File: src/hw/dco_consts.svh
// Constants of the configuration overlay command handler.
// Assumes inclusion by bare name from files under hw/.
// Summary of operation
// - Command B1h selects overlay handling; Features picks the subcommand.
// - Features C0h restore, C1h freeze, C2h identify, C3h set; others reserved.
// - Restore cancels all overlays; identify data returns to full capability.
// - Once frozen, every later overlay subcommand is aborted.
// - Frozen survives soft and hard resets; only power-down clears it.
// - Identify returns 512 bytes by PIO data-in.
// - Reduced capabilities show in normal identify; overlay identify stays full.
// - Set receives overlay data altering identify words 63, 82, 83, 84, 88.
// - Cleared capability bits make the device drop that feature.
// - Overlay ones where full capability is zero are ignored.
// - Failed set aborts; reason, word and bit location go to task file.
// - Protected area present: LBA-changing set or restore aborts, reason 06h word 03h.
// - Disabling enabled security aborts, reason 04h word 07h mask 08h.
// - Word 0 is revision 0002h; word 1 bits 2..0 flag MDMA modes.
// - Word 2 bits 6..0 flag Ultra DMA modes; upper bits reserved.
// - Word 7 carries feature flags at bits 12, 11, 9, 8, 7, 5..0.
// - Word 8 carries serial interface capability flags in bits 4..0.
// - Word 21 bits 13 and 9 flagged; words 22 to 254 reserved.
// - Checksum makes the byte sum of the whole structure zero.
// - Bit location mask: cylinder low bits 15..8, sector number bits 7..0.
// - Reason codes 01h to 08h as defined, FFh for anything else.
`ifndef DCO_CONSTS_SVH
`define DCO_CONSTS_SVH
`define CMD_DCO 8'hb1
`define SUB_RESTORE 8'hc0
`define SUB_FREEZE 8'hc1
`define SUB_IDENT 8'hc2
`define SUB_SET 8'hc3
`define SUB_GROUP 6'h30
`define DCO_REV 16'h0002
`define DCO_SIG 8'ha5
`define W_REV 9'h000
`define W_MDMA 9'h001
`define W_UDMA 9'h002
`define W_LBA0 9'h003
`define W_LBA1 9'h004
`define W_LBA2 9'h005
`define W_FEAT 9'h007
`define W_SATA 9'h008
`define W_EXT 9'h015
`define W_LAST 9'h0ff
`define W_END 9'h100
`define MDMA_MASK 16'h0007
`define UDMA_MASK 16'h007f
`define FEAT_MASK 16'h1bbf
`define SATA_MASK 16'h001f
`define EXT_MASK 16'h2200
`define SEC_BIT 3
`define SEC_MASK 16'h0008
`define RSN_NONE 8'h00
`define RSN_FROZEN 8'h01
`define RSN_SEC_LOCK 8'h02
`define RSN_MODIFIED 8'h03
`define RSN_DISABLE 8'h04
`define RSN_MAX_LOCK 8'h05
`define RSN_PROTECT 8'h06
`define RSN_INVALID 8'h08
`define RSN_OTHER 8'hff
`define LOC_LBA 8'h03
`define LOC_FEAT 8'h07
`define ERR_ABT 8'h04
`define ST_BUSY 8'h80
`define ST_READY 8'h40
`define ST_XFER 8'h48
`define ST_FAIL 8'h41
`endif

File: src/hw/dco_pkg.sv
// Types shared by the overlay handler files.
// Assumes nothing beyond a SystemVerilog compiler.
package dco_pkg;
    typedef enum logic [1:0] {idle_st, send_st, recv_st, finish_st} dco_state_type;
    typedef logic [15:0] word_type;
endpackage : dco_pkg

File: src/hw/word_if.sv
// Carrier between the handler and its structure word source.
// Assumes both ends sit in the same clock domain.
`timescale 1ns/10ps
`default_nettype none
interface word_if;
    logic [8:0] idx;
    logic [47:0] max_lba;
    logic [15:0] full;
    modport user (output idx, output max_lba, input full);
    modport source (input idx, input max_lba, output full);
endinterface : word_if
`default_nettype wire

File: src/hw/dco_full_word.sv
// Full-capability overlay structure, one word per index.
// Assumes the index is stable while the word is consumed.
`timescale 1ns/10ps
`default_nettype none
`include "dco_consts.svh"
module dco_full_word #(
    parameter logic [15:0] FULL_MDMA = 16'h0007,
    parameter logic [15:0] FULL_UDMA = 16'h007f,
    parameter logic [15:0] FULL_FEAT = 16'h1bbf,
    parameter logic [15:0] FULL_SATA = 16'h001f,
    parameter logic [15:0] FULL_EXT = 16'h2200
)(
    // Word lookup
    word_if.source w
);
    // Reserved bits forced low so they never leak out
    always_comb begin
        w.full = 16'h0000;
        case (w.idx)
            `W_REV: w.full = `DCO_REV;
            `W_MDMA: w.full = FULL_MDMA & `MDMA_MASK;
            `W_UDMA: w.full = FULL_UDMA & `UDMA_MASK;
            // max LBA words, word 6 stays zero
            `W_LBA0: w.full = w.max_lba[15:0];
            `W_LBA1: w.full = w.max_lba[31:16];
            `W_LBA2: w.full = w.max_lba[47:32];
            `W_FEAT: w.full = FULL_FEAT & `FEAT_MASK;
            `W_SATA: w.full = FULL_SATA & `SATA_MASK;
            `W_EXT: w.full = FULL_EXT & `EXT_MASK;
            default: w.full = 16'h0000;
        endcase
    end
endmodule : dco_full_word
`default_nettype wire

File: src/hw/dco_handler.sv
// Overlay command handler: decode, freeze, identify, set, restore.
// Assumes task-file strobes and PIO words synchronous to mclk.
`timescale 1ns/10ps
`default_nettype none
`include "dco_consts.svh"
module dco_handler
    import dco_pkg::*;
#(
    parameter logic [15:0] FULL_MDMA = 16'h0007,
    parameter logic [15:0] FULL_UDMA = 16'h007f,
    parameter logic [15:0] FULL_FEAT = 16'h1bbf,
    parameter logic [15:0] FULL_SATA = 16'h001f,
    parameter logic [15:0] FULL_EXT = 16'h2200
)(
    // Clock, power-on reset, soft reset
    input wire logic mclk,
    input wire logic arst_n,
    input wire logic soft_rst,
    // Command issue
    input wire logic cmd_valid,
    input wire logic [7:0] cmd_code,
    input wire logic [7:0] cmd_feature,
    // PIO data-in to host
    output logic pio_in_valid,
    output logic [15:0] pio_in_data,
    input wire logic pio_in_ready,
    // PIO data-out from host
    input wire logic pio_out_valid,
    input wire logic [15:0] pio_out_data,
    output logic pio_out_ready,
    // Drive state seen by the overlay
    input wire logic security_enabled,
    input wire logic security_locked,
    input wire logic max_addr_locked,
    input wire logic hpa_established,
    input wire logic [47:0] native_max_lba,
    // Task-file results
    output logic [7:0] command_status_flags,
    output logic [7:0] command_error_flags,
    output logic [7:0] tf_sector_count,
    output logic [7:0] tf_sector_number,
    output logic [7:0] tf_cyl_low,
    output logic [7:0] tf_cyl_high,
    output logic cmd_done,
    // Effective capabilities for normal identify
    output logic frozen,
    output logic modified,
    output logic [15:0] cap_mdma,
    output logic [15:0] cap_udma,
    output logic [15:0] cap_feat,
    output logic [15:0] cap_sata,
    output logic [15:0] cap_ext,
    output logic [47:0] cap_max_lba
);
    dco_state_type state, next_state;
    logic [8:0] word_idx;
    logic [7:0] sub;
    logic [7:0] sum8;
    logic [7:0] reason, loc_word, pre_reason, pre_word, rx_reason;
    logic [15:0] loc_mask, rx_mask, out_word;
    logic [15:0] stg_mdma, stg_udma, stg_feat, stg_sata, stg_ext;
    logic [47:0] stg_lba;
    logic take, in_load, rx_beat, ok_fin;

    word_if wif();
    assign wif.idx = word_idx;
    assign wif.max_lba = native_max_lba;

    dco_full_word #(
        .FULL_MDMA(FULL_MDMA),
        .FULL_UDMA(FULL_UDMA),
        .FULL_FEAT(FULL_FEAT),
        .FULL_SATA(FULL_SATA),
        .FULL_EXT(FULL_EXT)
    ) u_full (
        .w(wif)
    );

    // opcode filter; other opcodes belong elsewhere
    assign take = (state == idle_st) && cmd_valid && (cmd_code == `CMD_DCO);
    assign in_load = (state == send_st) && (word_idx != `W_END) &&
                     (!pio_in_valid || pio_in_ready);
    assign rx_beat = (state == recv_st) && pio_out_valid;
    assign ok_fin = (state == finish_st) && (reason == `RSN_NONE);
    // signature and checksum in the last word
    assign out_word = (word_idx == `W_LAST) ?
                      {8'h00 - sum8 - `DCO_SIG, `DCO_SIG} : wif.full;

    // Checks made before any data moves
    always_comb begin
        pre_reason = `RSN_NONE;
        pre_word = 8'h00;
        if (cmd_feature[7:2] != `SUB_GROUP) begin
            pre_reason = `RSN_INVALID;
        end else if (frozen) begin
            pre_reason = `RSN_FROZEN;
        end else if (cmd_feature == `SUB_SET || cmd_feature == `SUB_RESTORE) begin
            if (security_locked) begin
                pre_reason = `RSN_SEC_LOCK;
            end else if (max_addr_locked) begin
                pre_reason = `RSN_MAX_LOCK;
            end else if (cmd_feature == `SUB_SET && modified) begin
                pre_reason = `RSN_MODIFIED;
            // restore would move the max LBA
            end else if (cmd_feature == `SUB_RESTORE && hpa_established &&
                         cap_max_lba != native_max_lba) begin
                pre_reason = `RSN_PROTECT;
                pre_word = `LOC_LBA;
            end
        end
    end

    // Checks on each overlay word as it arrives
    always_comb begin
        rx_reason = `RSN_NONE;
        rx_mask = 16'h0000;
        // security may not be switched off
        if (word_idx == `W_FEAT && security_enabled && wif.full[`SEC_BIT] &&
            !pio_out_data[`SEC_BIT]) begin
            rx_reason = `RSN_DISABLE;
            rx_mask = `SEC_MASK;
        // protected area pins the max LBA
        end else if (word_idx == `W_LAST && hpa_established &&
                     stg_lba != cap_max_lba) begin
            rx_reason = `RSN_PROTECT;
        // overlay may only reduce the max LBA
        end else if (word_idx == `W_LAST && stg_lba > native_max_lba) begin
            rx_reason = `RSN_OTHER;
        end
    end

    // Command sequencing
    always_comb begin
        next_state = state;
        unique case (state)
            idle_st: begin
                if (take) begin
                    if (pre_reason != `RSN_NONE) begin
                        next_state = finish_st;
                    end else if (cmd_feature == `SUB_IDENT) begin
                        next_state = send_st;
                    end else if (cmd_feature == `SUB_SET) begin
                        next_state = recv_st;
                    end else begin
                        next_state = finish_st;
                    end
                end
            end
            send_st: begin
                if (word_idx == `W_END && (!pio_in_valid || pio_in_ready)) begin
                    next_state = finish_st;
                end
            end
            recv_st: begin
                if (rx_beat && word_idx == `W_LAST) begin
                    next_state = finish_st;
                end
            end
            finish_st: next_state = idle_st;
        endcase
    end

    // State register; soft reset drops any command in flight
    always_ff @(posedge mclk or negedge arst_n) begin
        if (!arst_n) begin
            state <= idle_st;
        end else if (soft_rst) begin
            state <= idle_st;
        end else begin
            state <= next_state;
        end
    end

    // Subcommand latch and word index
    always_ff @(posedge mclk or negedge arst_n) begin
        if (!arst_n) begin
            sub <= 8'h00;
            word_idx <= 9'h000;
        end else if (take) begin
            sub <= cmd_feature;
            word_idx <= 9'h000;
        end else if (in_load || rx_beat) begin
            word_idx <= word_idx + 9'h001;
        end
    end

    // identify words out, one per handshake
    always_ff @(posedge mclk or negedge arst_n) begin
        if (!arst_n) begin
            pio_in_valid <= 1'b0;
            pio_in_data <= 16'h0000;
        end else if (soft_rst || state != send_st) begin
            pio_in_valid <= 1'b0;
        end else if (in_load) begin
            pio_in_valid <= 1'b1;
            pio_in_data <= out_word;
        end else if (pio_in_ready) begin
            pio_in_valid <= 1'b0;
        end
    end

    // byte sum of words 0 to 254
    always_ff @(posedge mclk or negedge arst_n) begin
        if (!arst_n) begin
            sum8 <= 8'h00;
        end else if (take) begin
            sum8 <= 8'h00;
        end else if (in_load && word_idx != `W_LAST) begin
            sum8 <= sum8 + out_word[7:0] + out_word[15:8];
        end
    end

    // set data accepted only while receiving
    always_ff @(posedge mclk or negedge arst_n) begin
        if (!arst_n) begin
            pio_out_ready <= 1'b0;
        end else if (soft_rst) begin
            pio_out_ready <= 1'b0;
        end else begin
            pio_out_ready <= (next_state == recv_st);
        end
    end

    // staging keeps only bits the device really has
    always_ff @(posedge mclk or negedge arst_n) begin
        if (!arst_n) begin
            stg_mdma <= 16'h0000;
            stg_udma <= 16'h0000;
            stg_feat <= 16'h0000;
            stg_sata <= 16'h0000;
            stg_ext <= 16'h0000;
            stg_lba <= 48'h0;
        end else if (rx_beat) begin
            case (word_idx)
                `W_MDMA: stg_mdma <= pio_out_data & wif.full;
                `W_UDMA: stg_udma <= pio_out_data & wif.full;
                `W_LBA0: stg_lba[15:0] <= pio_out_data;
                `W_LBA1: stg_lba[31:16] <= pio_out_data;
                `W_LBA2: stg_lba[47:32] <= pio_out_data;
                `W_FEAT: stg_feat <= pio_out_data & wif.full;
                `W_SATA: stg_sata <= pio_out_data & wif.full;
                `W_EXT: stg_ext <= pio_out_data & wif.full;
                default: stg_lba <= stg_lba;
            endcase
        end
    end

    // first violation wins and is kept to the end
    always_ff @(posedge mclk or negedge arst_n) begin
        if (!arst_n) begin
            reason <= `RSN_NONE;
            loc_word <= 8'h00;
            loc_mask <= 16'h0000;
        end else if (take) begin
            reason <= pre_reason;
            loc_word <= pre_word;
            loc_mask <= 16'h0000;
        end else if (rx_beat && reason == `RSN_NONE && rx_reason != `RSN_NONE) begin
            reason <= rx_reason;
            loc_word <= (rx_mask != 16'h0000) ? `LOC_FEAT : `LOC_LBA;
            loc_mask <= rx_mask;
        end
    end

    // Task-file status and results
    always_ff @(posedge mclk or negedge arst_n) begin
        if (!arst_n) begin
            command_status_flags <= `ST_READY;
            command_error_flags <= 8'h00;
            tf_sector_count <= 8'h00;
            tf_sector_number <= 8'h00;
            tf_cyl_low <= 8'h00;
            tf_cyl_high <= 8'h00;
            cmd_done <= 1'b0;
        end else if (soft_rst) begin
            command_status_flags <= `ST_READY;
            command_error_flags <= 8'h00;
            cmd_done <= 1'b0;
        end else begin
            cmd_done <= (state == finish_st);
            if (take) begin
                command_status_flags <= (next_state == finish_st) ? `ST_BUSY : `ST_XFER;
            end else if (state == finish_st) begin
                command_status_flags <= (reason != `RSN_NONE) ? `ST_FAIL : `ST_READY;
                command_error_flags <= (reason != `RSN_NONE) ? `ERR_ABT : 8'h00;
                tf_sector_count <= reason;
                tf_cyl_high <= loc_word;
                tf_cyl_low <= loc_mask[15:8];
                tf_sector_number <= loc_mask[7:0];
            end
        end
    end

    // freeze cleared by power-on reset only
    always_ff @(posedge mclk or negedge arst_n) begin
        if (!arst_n) begin
            frozen <= 1'b0;
        end else if (ok_fin && sub == `SUB_FREEZE) begin
            frozen <= 1'b1;
        end
    end

    // effective capabilities; overlay survives soft reset
    always_ff @(posedge mclk or negedge arst_n) begin
        if (!arst_n) begin
            modified <= 1'b0;
            cap_mdma <= FULL_MDMA & `MDMA_MASK;
            cap_udma <= FULL_UDMA & `UDMA_MASK;
            cap_feat <= FULL_FEAT & `FEAT_MASK;
            cap_sata <= FULL_SATA & `SATA_MASK;
            cap_ext <= FULL_EXT & `EXT_MASK;
        end else if (ok_fin && sub == `SUB_SET) begin
            modified <= 1'b1;
            cap_mdma <= stg_mdma;
            cap_udma <= stg_udma;
            cap_feat <= stg_feat;
            cap_sata <= stg_sata;
            cap_ext <= stg_ext;
        end else if (ok_fin && sub == `SUB_RESTORE) begin
            modified <= 1'b0;
            cap_mdma <= FULL_MDMA & `MDMA_MASK;
            cap_udma <= FULL_UDMA & `UDMA_MASK;
            cap_feat <= FULL_FEAT & `FEAT_MASK;
            cap_sata <= FULL_SATA & `SATA_MASK;
            cap_ext <= FULL_EXT & `EXT_MASK;
        end
    end

    // max LBA tracks native until an overlay is applied
    always_ff @(posedge mclk or negedge arst_n) begin
        if (!arst_n) begin
            cap_max_lba <= 48'h0;
        end else if (ok_fin && sub == `SUB_SET) begin
            cap_max_lba <= stg_lba;
        end else if (!modified) begin
            cap_max_lba <= native_max_lba;
        end
    end

    // Helper for checks: beats and byte sum seen by the host
    logic [8:0] beat_cnt;
    logic [7:0] tot8;
    always_ff @(posedge mclk or negedge arst_n) begin
        if (!arst_n) begin
            beat_cnt <= 9'h000;
            tot8 <= 8'h00;
        end else if (take) begin
            beat_cnt <= 9'h000;
            tot8 <= 8'h00;
        end else if (pio_in_valid && pio_in_ready) begin
            beat_cnt <= beat_cnt + 9'h001;
            tot8 <= tot8 + pio_in_data[7:0] + pio_in_data[15:8];
        end
    end

    AST_OPCODE_ONLY: assert property (@(posedge mclk) disable iff (!arst_n)
        (state == idle_st && cmd_valid && cmd_code != `CMD_DCO) |=> state == idle_st)
        else $error("foreign opcode started the handler");
    AST_RESERVED_SUB: assert property (@(posedge mclk) disable iff (!arst_n || soft_rst)
        (take && cmd_feature[7:2] != `SUB_GROUP) |-> ##2 (command_status_flags == `ST_FAIL
        && command_error_flags == `ERR_ABT && tf_sector_count == `RSN_INVALID && beat_cnt == 9'h000))
        else $error("reserved subcommand not aborted");
    AST_FROZEN_ABORT: assert property (@(posedge mclk) disable iff (!arst_n || soft_rst)
        (take && frozen && cmd_feature[7:2] == `SUB_GROUP) |-> ##2
        (tf_sector_count == `RSN_FROZEN && command_status_flags == `ST_FAIL))
        else $error("frozen subcommand not aborted");
    AST_FROZEN_STICKY: assert property (@(posedge mclk) disable iff (!arst_n)
        frozen |=> frozen)
        else $error("frozen condition lost");
    AST_IDENT_LEN: assert property (@(posedge mclk) disable iff (!arst_n || soft_rst)
        (ok_fin && sub == `SUB_IDENT) |-> beat_cnt == `W_END)
        else $error("identify did not move 256 words");
    AST_SIGNATURE: assert property (@(posedge mclk) disable iff (!arst_n)
        (pio_in_valid && state == send_st && word_idx == `W_END) |-> pio_in_data[7:0] == `DCO_SIG)
        else $error("last word lacks signature");
    AST_CHECKSUM: assert property (@(posedge mclk) disable iff (!arst_n || soft_rst)
        (ok_fin && sub == `SUB_IDENT) |-> tot8 == 8'h00)
        else $error("structure byte sum not zero");
    AST_SEC_REPORT: assert property (@(posedge mclk) disable iff (!arst_n || soft_rst)
        (state == finish_st && reason == `RSN_DISABLE) |=> (tf_cyl_high == `LOC_FEAT
        && tf_cyl_low == 8'h00 && tf_sector_number == 8'h08 && tf_sector_count == 8'h04))
        else $error("security abort misreported");
    AST_PROT_REPORT: assert property (@(posedge mclk) disable iff (!arst_n || soft_rst)
        (state == finish_st && reason == `RSN_PROTECT) |=> (tf_cyl_high == `LOC_LBA
        && tf_sector_count == 8'h06 && !modified == !$past(modified)))
        else $error("protected area abort misreported");
    AST_SET_APPLY: assert property (@(posedge mclk) disable iff (!arst_n)
        (ok_fin && sub == `SUB_SET) |=> (modified && cap_feat == $past(stg_feat)
        && cap_max_lba == $past(stg_lba)))
        else $error("accepted overlay not applied");
    AST_IGNORE_ONES: assert property (@(posedge mclk) disable iff (!arst_n)
        (cap_feat & ~(FULL_FEAT & `FEAT_MASK)) == 16'h0000)
        else $error("capability beyond full set");
    AST_RESTORE: assert property (@(posedge mclk) disable iff (!arst_n)
        (ok_fin && sub == `SUB_RESTORE) |=> (!modified && cap_udma == (FULL_UDMA & `UDMA_MASK)))
        else $error("restore left overlay in place");
endmodule : dco_handler
`default_nettype wire

File: config.mk
export PLATFORM = sky130hd
export DESIGN_NAME = dco_handler
export DESIGN_NICKNAME = d
export VERILOG_FILES = /design/src/hw/dco_pkg.sv /design/src/hw/word_if.sv /design/src/hw/dco_full_word.sv /design/src/hw/dco_handler.sv
export VERILOG_INCLUDE_DIRS = /design/src /design/src/hw
export SDC_FILE = /design/constraint.sdc
export NUM_CORES = 1
export LEC_CHECK = 0
export ABC_CLOCK_PERIOD_IN_PS = 6400
export BUFFER_PORTS_ARGS = -buffer_cell sky130_fd_sc_hd__clkbuf_2
export CORE_MARGIN = 5
export CORE_UTILIZATION = 30
export CTS_BUF_LIST = sky130_fd_sc_hd__clkbuf_2
export CTS_CLUSTER_DIAMETER = 40
export DETAILED_ROUTE_END_ITERATION = 16
export SLEW_MARGIN = 10
export SYNTH_ARGS = -nofsm -noshare
export SYNTH_HDL_FRONTEND = slang
export SYNTH_SLANG_ARGS = --single-unit
File: constraint.sdc
create_clock -name mclk -period 6.4 [get_ports mclk]
set_input_delay 1.28 -clock mclk [delete_from_list [all_inputs] [get_ports mclk]]
set_output_delay 1.28 -clock mclk [all_outputs]
set_load 0.05 [all_outputs]
==> results.toml, run 1 <==
[drt]
drt_pass1_iterations = 6
vias = 13200
post_drt_wl_per_cell_um = 21.7
drtIter0Drc = 1013
viasPerCell = 5.05
routed_wl_um = 56700
drc_errors = 0
ant_nets = 0

[global_route]
antenna_found_initial = 5
overflow = 0
grt_pass1_vias = 13400
grt_pass1_wl_um = 84600
grt_max_degree = 156
track_usage = 0.187

[clock_network]
cts_inserted_buffers = 92
htreeDepth = 3
clockBufferDepth = 3
cts-root-buf = "clkbuf_2"
cts_resized = 0
clkLatencyLatePin_ns = 1.17
cts_tree = "yes"
cts-hold-fix-buffers = 0
cts_setup_buffers = 0
clk_pin_slew_ns = 0.12
cts.sink_count = 323

[floorplan]
die_area_sq_um = 59000
initial_core_util = 0.303
rows = 85
die_w_um = 243
core-area_sq_um = 53700
io-pin-count = 287
die_y_um = 243

[yosys]
yosys_most_used_dff = "dfrtp_1"
synthTopCellsByArea = "dfrtp_1, xor2_1, nand2_1"
synth.avg_cell_area_sq_um = 10.5
synthArstFlopShare = 1.00
ys_ff_latch = 323
ys_seq_area_frac = 0.499
synthDistinctLibCells = 67
synth-edff-count = 0
yosysMostFrequentCell = "dfrtp_1"
synthTopCellsByCount = "dfrtp_1, nand2_1, o21ai_1"
yosysWarnings = 0
syn-cell-area_sq_um = 16300
synth_top_cell_area_share = 0.452
yosys.area.top_type = "dfrtp_1"
netlist_instances = 1556

[power]
p_clk_frac = 0.344
p_leak_nw = 9.41
comb_power_share = 0.175
peakVddDrop_v = 0.000104
seqPwrFrac = 0.481
p_int_mw = 2.90
p_sw_mw = 1.56
netSwitchingFraction = 0.350
power_density_nw_per_um2 = 236
power.total_mw = 4.46

[placed_design]
dp_hpwl_um = 42200
gp_congestion = 0.946
pre_cts_ws_ns = 1.67
numPortBuffers = 255

[sta]
min_period_ns = 4.81
min_period_over_period = 0.751
rsz0062_at_grt = "false"
setup_ws_ns = 1.59
fin_tns_setup_ns = 0
max_slew.worst_pin.slew_ns = 1.27
relSlewSlack = 0.151
setup_viol = 0
maxSlewViolCount = 0
fmax_mhz = 208
clock_skew_ns = 0.148
finalHoldViolCount = 0

[critical_path]
crit_required_ns = 7.36
path_class = "flop to flop"
crit_fanout = 16
critPathCaptureType = "flop"
critPathLaunchType = "flop"
worstPathArrival_ns = 5.77

[worst_hold_path]
hp-class = "input port to async pin"

[finish]
fillers = 5470
drive_gt1_frac = 0.242
syn_to_final_growth_pct = 16.3
nets = 1994

[flow_run]
cap_violations = 0

[status]
status = "completed"
[path summary, 6_finish.rpt]
check,start,slack [ns],cells after the start,endpoint
worst max-delay path,wif.idx[4]$_DFFE_PN0P_,1.59,16,sum8[7]$_DFFE_PN0P_
worst min-delay path,arst_n,0.17,1,stg_mdma[0]$_DFFE_PN0P_
worst max register to register,wif.idx[4]$_DFFE_PN0P_,1.59,16,sum8[7]$_DFFE_PN0P_
worst min register to register,stg_sata[15]$_DFFE_PN0P_,0.44,1,cap_sata[15]$_DFFE_PN0P_
max in group asynchronous,arst_n,4.80,2,pio_in_data[5]$_DFFE_PN0P_
min in group mclk,cmd_feature[5],0.42,3,sub[5]$_DFFE_PN0P_
[area by class of cell]
cell class	count	area [sq um]	area share
Tap cell	696	871	0.0460
Timing Repair Buffer	268	1400	0.0738
Clock buffer	134	671	0.0355
Antenna cell	10	25.0	0.00132
Multi-Input combinational cell	1079	7410	0.392
Clock inverter	26	150	0.00794
Inverter	72	270	0.0143
Sequential cell	323	8120	0.429
[logic make-up after synthesis]
group,share of synthesized area
simple gates,0.132
xor+xnor,0.0625
compound gates,0.125
buf+inv,0.0526
other cells,0.000231
fa+ha+maj,0.0560
flops,0.499
mux,0.0724
[stage by stage]
step           hold slack, ns  instance area [sq um]   util  instances
3_3_place_gp            0.461                  18100  0.336       2438
4_1_cts                0.0834                  18900  0.352       2598
2_1_floorplan           0.439                  16400      -       1586
3_5_place_dp            0.468                  18100  0.336       2438
5_1_grt                 0.123                  18900  0.352       2607
6_report                0.168                  18900  0.352       2608
[layout by cell type (no fill, tap or decap), types with 7 or more instances in the layout]
cell      instances
xor2_1          100
nor3_1           14
clkbuf_2        388
nand2_1         220
conb_1           31
mux2i_1          49
a21oi_1          34
o21ai_0          14
mux2_2            8
ha_1             60
a22o_1           52
nand4_1          26
dfstp_2          29
nor4_1           33
buf_4            12
and2_1           32
nor2_1           44
o21ai_1         118
o22a_1           28
xnor2_1          16
nand3_1          30
mux2_1           53
inv_1            72
fa_1              8
and3_1            7
clkinv_1         14
diode_2          10
dfrtp_1         293
[per-layer routing]
metal | track usage | up-vias | share of wire
li1 | - | 6027 | -
met1 | 0.246 | 6490 | 0.43
met2 | 0.287 | 528 | 0.45
met3 | 0.0524 | 131 | 0.077
met4 | 0.0848 | 2 | 0.043
met5 | 0 | - | 0.00019
[power groups by stage]
stage	sequential, mW	combinational [mW]	clock, mW
CTS	2.14	0.781	1.61
finish	2.15	0.782	1.53
detailed placement	2.18	0.775	0
floorplan	2.22	0.450	0
global route	2.15	0.864	1.71
global placement	2.18	0.767	0
[sequential cells by signal, indices dropped and copies added, names as in the netlist, 9 cells and up]
signal and flops:
stg_mdma 16, wif.idx 9, cap_mdma 16, cap_sata 16, pio_in_data 16, stg_ext 16, cap_feat 16, stg_udma 16
stg_feat 16, cap_max_lba 48, cap_udma 16, cap_ext 16, stg_lba 48, stg_sata 16
[critical path, cell delays in order, from the launching register on]
cell and delay (ns):
dfrtp_1 0.49, nor4_1 0.83, and4_1 0.72, a222oi_1 0.22, and2_1 0.23, nor2_1 0.15, fa_1 0.45, ha_1 0.22
inv_1 0.07, fa_1 0.20, nor2b_1 0.05, o21ai_0 0.28, a21oi_1 0.15, o211ai_1 0.22, xor2_1 0.19, xnor2_1 0.14
o21ai_1 0.07
Power figures use the tool's default switching activity.
==> inputs of run 2 (changes only) <==
- ABC_AREA: not set -> 1
- ABC_CLOCK_PERIOD_IN_PS: 6400 -> 4800
- clock period: 6.4 -> 4.8 ns (I/O delays scaled with it)
==> run 2 against run 1 <==
  * Worst setup slack worse by 1.4 ns
  * Clock power up 41%
  * Via count up 13%
  * Fmax up 5.1%
  * Sequential cell count unchanged
  * Sequential share of layout area down 2.0 points
  * Highest routed layer unchanged
  * Utilization up 0.19 points
  * Die area up 3.6%
  * Largest cell class unchanged
  * Critical path depth up 7
  * Synthesized area up 3.8%
  * Synthesized cell count up 28%
  * Critical endpoint unchanged
  * Cell count up 20%
==> results.toml, run 2 <==
[worst_hold_path]
hold_depth = 3
hold_start = "native_max_lba[9]"
hp-class = "input port to flop"
whs_endpoint = "cap_max_lba[9]$_DFFE_PN0P_"

[clock_network]
cts.sink_count = 323
cts_inserted_buffers = 94
htreeDepth = 3
clk_pin_slew_ns = 0.10
clockBufferDepth = 3
cts_setup_buffers = 0
cts-root-buf = "clkbuf_2"
cts_tree = "yes"
clkLatencyLatePin_ns = 1.12

[sta]
rsz0062_at_grt = "false"
clock_skew_ns = 0.131
fin_tns_setup_ns = 0
min_period_ns = 4.58
finalHoldViolCount = 0
setup_viol = 0
relSlewSlack = 0.194
fmax_mhz = 219
maxSlewViolCount = 0
min_period_over_period = 0.953
max_slew.worst_pin.slew_ns = 1.20

[drt]
drc_errors = 0
drtIter0Drc = 1271
vias = 14900
drt_pass1_iterations = 5
routed_wl_um = 60200
ant_nets = 0
viasPerCell = 4.78
post_drt_wl_per_cell_um = 19.3

[yosys]
yosysWarnings = 0
yosysMostFrequentCell = "nand2_1"
synthTopCellsByArea = "dfrtp_1, nand2_1, inv_1"
syn-cell-area_sq_um = 16900
synthDistinctLibCells = 52
netlist_instances = 1986
synth.avg_cell_area_sq_um = 8.50
yosys_most_used_dff = "dfrtp_1"
synth_top_cell_area_share = 0.436
ys_seq_area_frac = 0.481
synth-edff-count = 0
synthTopCellsByCount = "nand2_1, inv_1, dfrtp_1"
synthArstFlopShare = 1.00
ys_ff_latch = 323
yosys.area.top_type = "dfrtp_1"

[placed_design]
gp_congestion = 0.951
numPortBuffers = 255
dp_hpwl_um = 44900

[finish]
mostFrequentLayoutCells = "nand2_1, clkbuf_2, inv_1"
drive_gt1_frac = 0.214
final_util = 0.354
nets = 2447
fillers = 5924
reg_top3 = "cap_max_lba x48, stg_lba x48"
syn_to_final_growth_pct = 17.7
layout_commonest_cell = "nand2_1"

[critical_path]
path_class = "flop to flop"
critPathCaptureType = "flop"
reg2reg_depth = 23
reg2reg_slack_ns = 0.22
crit_top_cell = "nand2_1"
cp_slowest_stage_delay_ns = 0.53
r2r-end = "sum8[7]$_DFFE_PN0P_"
crit_required_ns = 5.79
r2r_start = "wif.idx[0]$_DFFE_PN0P_"
worstPathCellList = "inv_1, ha_1, inv_1, nor2_1, nand3_1, inv_2, a21oi_1, o21ai_0, nand2_1, o21ai_0, fa_1, ha_1, inv_1, fa_1, o21ai_1, nand2_1, nand2_1, a21oi_1, xor2_1, xor2_2, xnor2_1, nand3_1, nand2_1"
crit_fanout = 10
worstPathArrival_ns = 5.56
slowest_stage = "fa_1"
critPathLaunchType = "flop"

[floorplan]
rows = 87
die_area_sq_um = 61100
die_y_um = 247
die_w_um = 247
core-area_sq_um = 56100
initial_core_util = 0.301
io-pin-count = 287

[power]
peakVddDrop_v = 0.000113
p_leak_nw = 10.3
power_density_nw_per_um2 = 298

[status]
status = "completed"

[global_route]
grt_max_degree = 112
overflow = 0
antenna_found_initial = 5
grt_pass1_vias = 14700
track_usage = 0.194
grt_pass1_wl_um = 90400

[flow_run]
cap_violations = 0
## run 2: cell count changes after synthesis, moves of 89 or more
cell     before  now
inv_1        72  342
nand2_1     221  411
o21ai_0      14  145
o21ai_1     118   14
nand3_1      30  131
xor2_1      100    6
o22ai_1       1   90
## run 2: repair_timing
action	CTS	global route
hold buffers	14	0
resized for setup	0	1
hold endpoints to repair	113	0
setup endpoints to repair	0	1
## run 2: critical path, delay by kind of cell, from the launching register on
family	cells	cell delay [ns]
flops	1	0.38
fa+ha+maj	4	1.36
buf+inv	4	0.47
xor+xnor	3	0.56
simple gates	7	0.74
compound gates	5	0.92
## run 2: worst max-delay path by stage
stage	start	end	cells past startpoint	slack (ns)
after global routing	wif.idx[0]$_DFFE_PN0P_	sum8[7]$_DFFE_PN0P_	23	0.002
after global placement	native_max_lba[41]	sum8[7]$_DFFE_PN0P_	20	0.38
after CTS	wif.idx[0]$_DFFE_PN0P_	sum8[7]$_DFFE_PN0P_	23	0.20
final	wif.idx[0]$_DFFE_PN0P_	sum8[7]$_DFFE_PN0P_	23	0.22
after detailed placement	wif.idx[0]$_DFFE_PN0P_	sum8[7]$_DFFE_PN0P_	23	0.33
after floorplan	wif.idx[3]$_DFFE_PN0P_	sum8[7]$_DFFE_PN0P_	23	0.87
## run 2: stage by stage
step	std cells	power, mW	worst slack [ns]	hold WS [ns]	area (sq um)
global route	3121	6.25	0.00217	0.0489	19900
CTS	3116	6.01	0.198	0.00642	19800
detailed placement	2935	3.79	0.325	0.452	18800
floorplan	2016	3.49	0.866	0.436	17000
global placement	2935	3.78	0.384	0.450	18800
finish	3121	5.91	0.224	0.149	19900
## run 2: logic make-up (layout without fill, tap and decap cells)
| family | after synthesis | count (layout) | synth area share |
|---|---|---|---|
| AOI/OAI and AO/OA | 348 | 348 | 0.126 |
| other | 1 | 36 | 0.000222 |
| DFF | 323 | 323 | 0.481 |
| and+or+nand+nor | 700 | 700 | 0.185 |
| buffers and inverters | 470 | 814 | 0.114 |
| adders and majority gates | 68 | 68 | 0.0540 |
| xor gates and xnor gates | 76 | 76 | 0.0399 |
## run 2: layout make-up
class	instances	area, sq um	area share
clock buffer	141	706	0.0355
sequential	323	8120	0.409
multi-input combinational	1223	6950	0.350
clock inverter	26	168	0.00845
antenna	5	12.5	0.000630
timing repair buffer	287	1600	0.0805
tap	756	946	0.0476
inverter	360	1350	0.0681
## run 2: power breakdown
part | switching, mW | internal [mW]
clock | 1.27 | 0.893
sequential | 0.0934 | 2.80
combinational | 0.629 | 0.223
## run 2: routing by layer
layer	vias up	part of all wire	global-route usage
met5	-	0.00038	0
met4	4	0.030	0.0655
li1	7082	-	-
met3	116	0.078	0.0484
met2	573	0.46	0.308
met1	7148	0.43	0.260
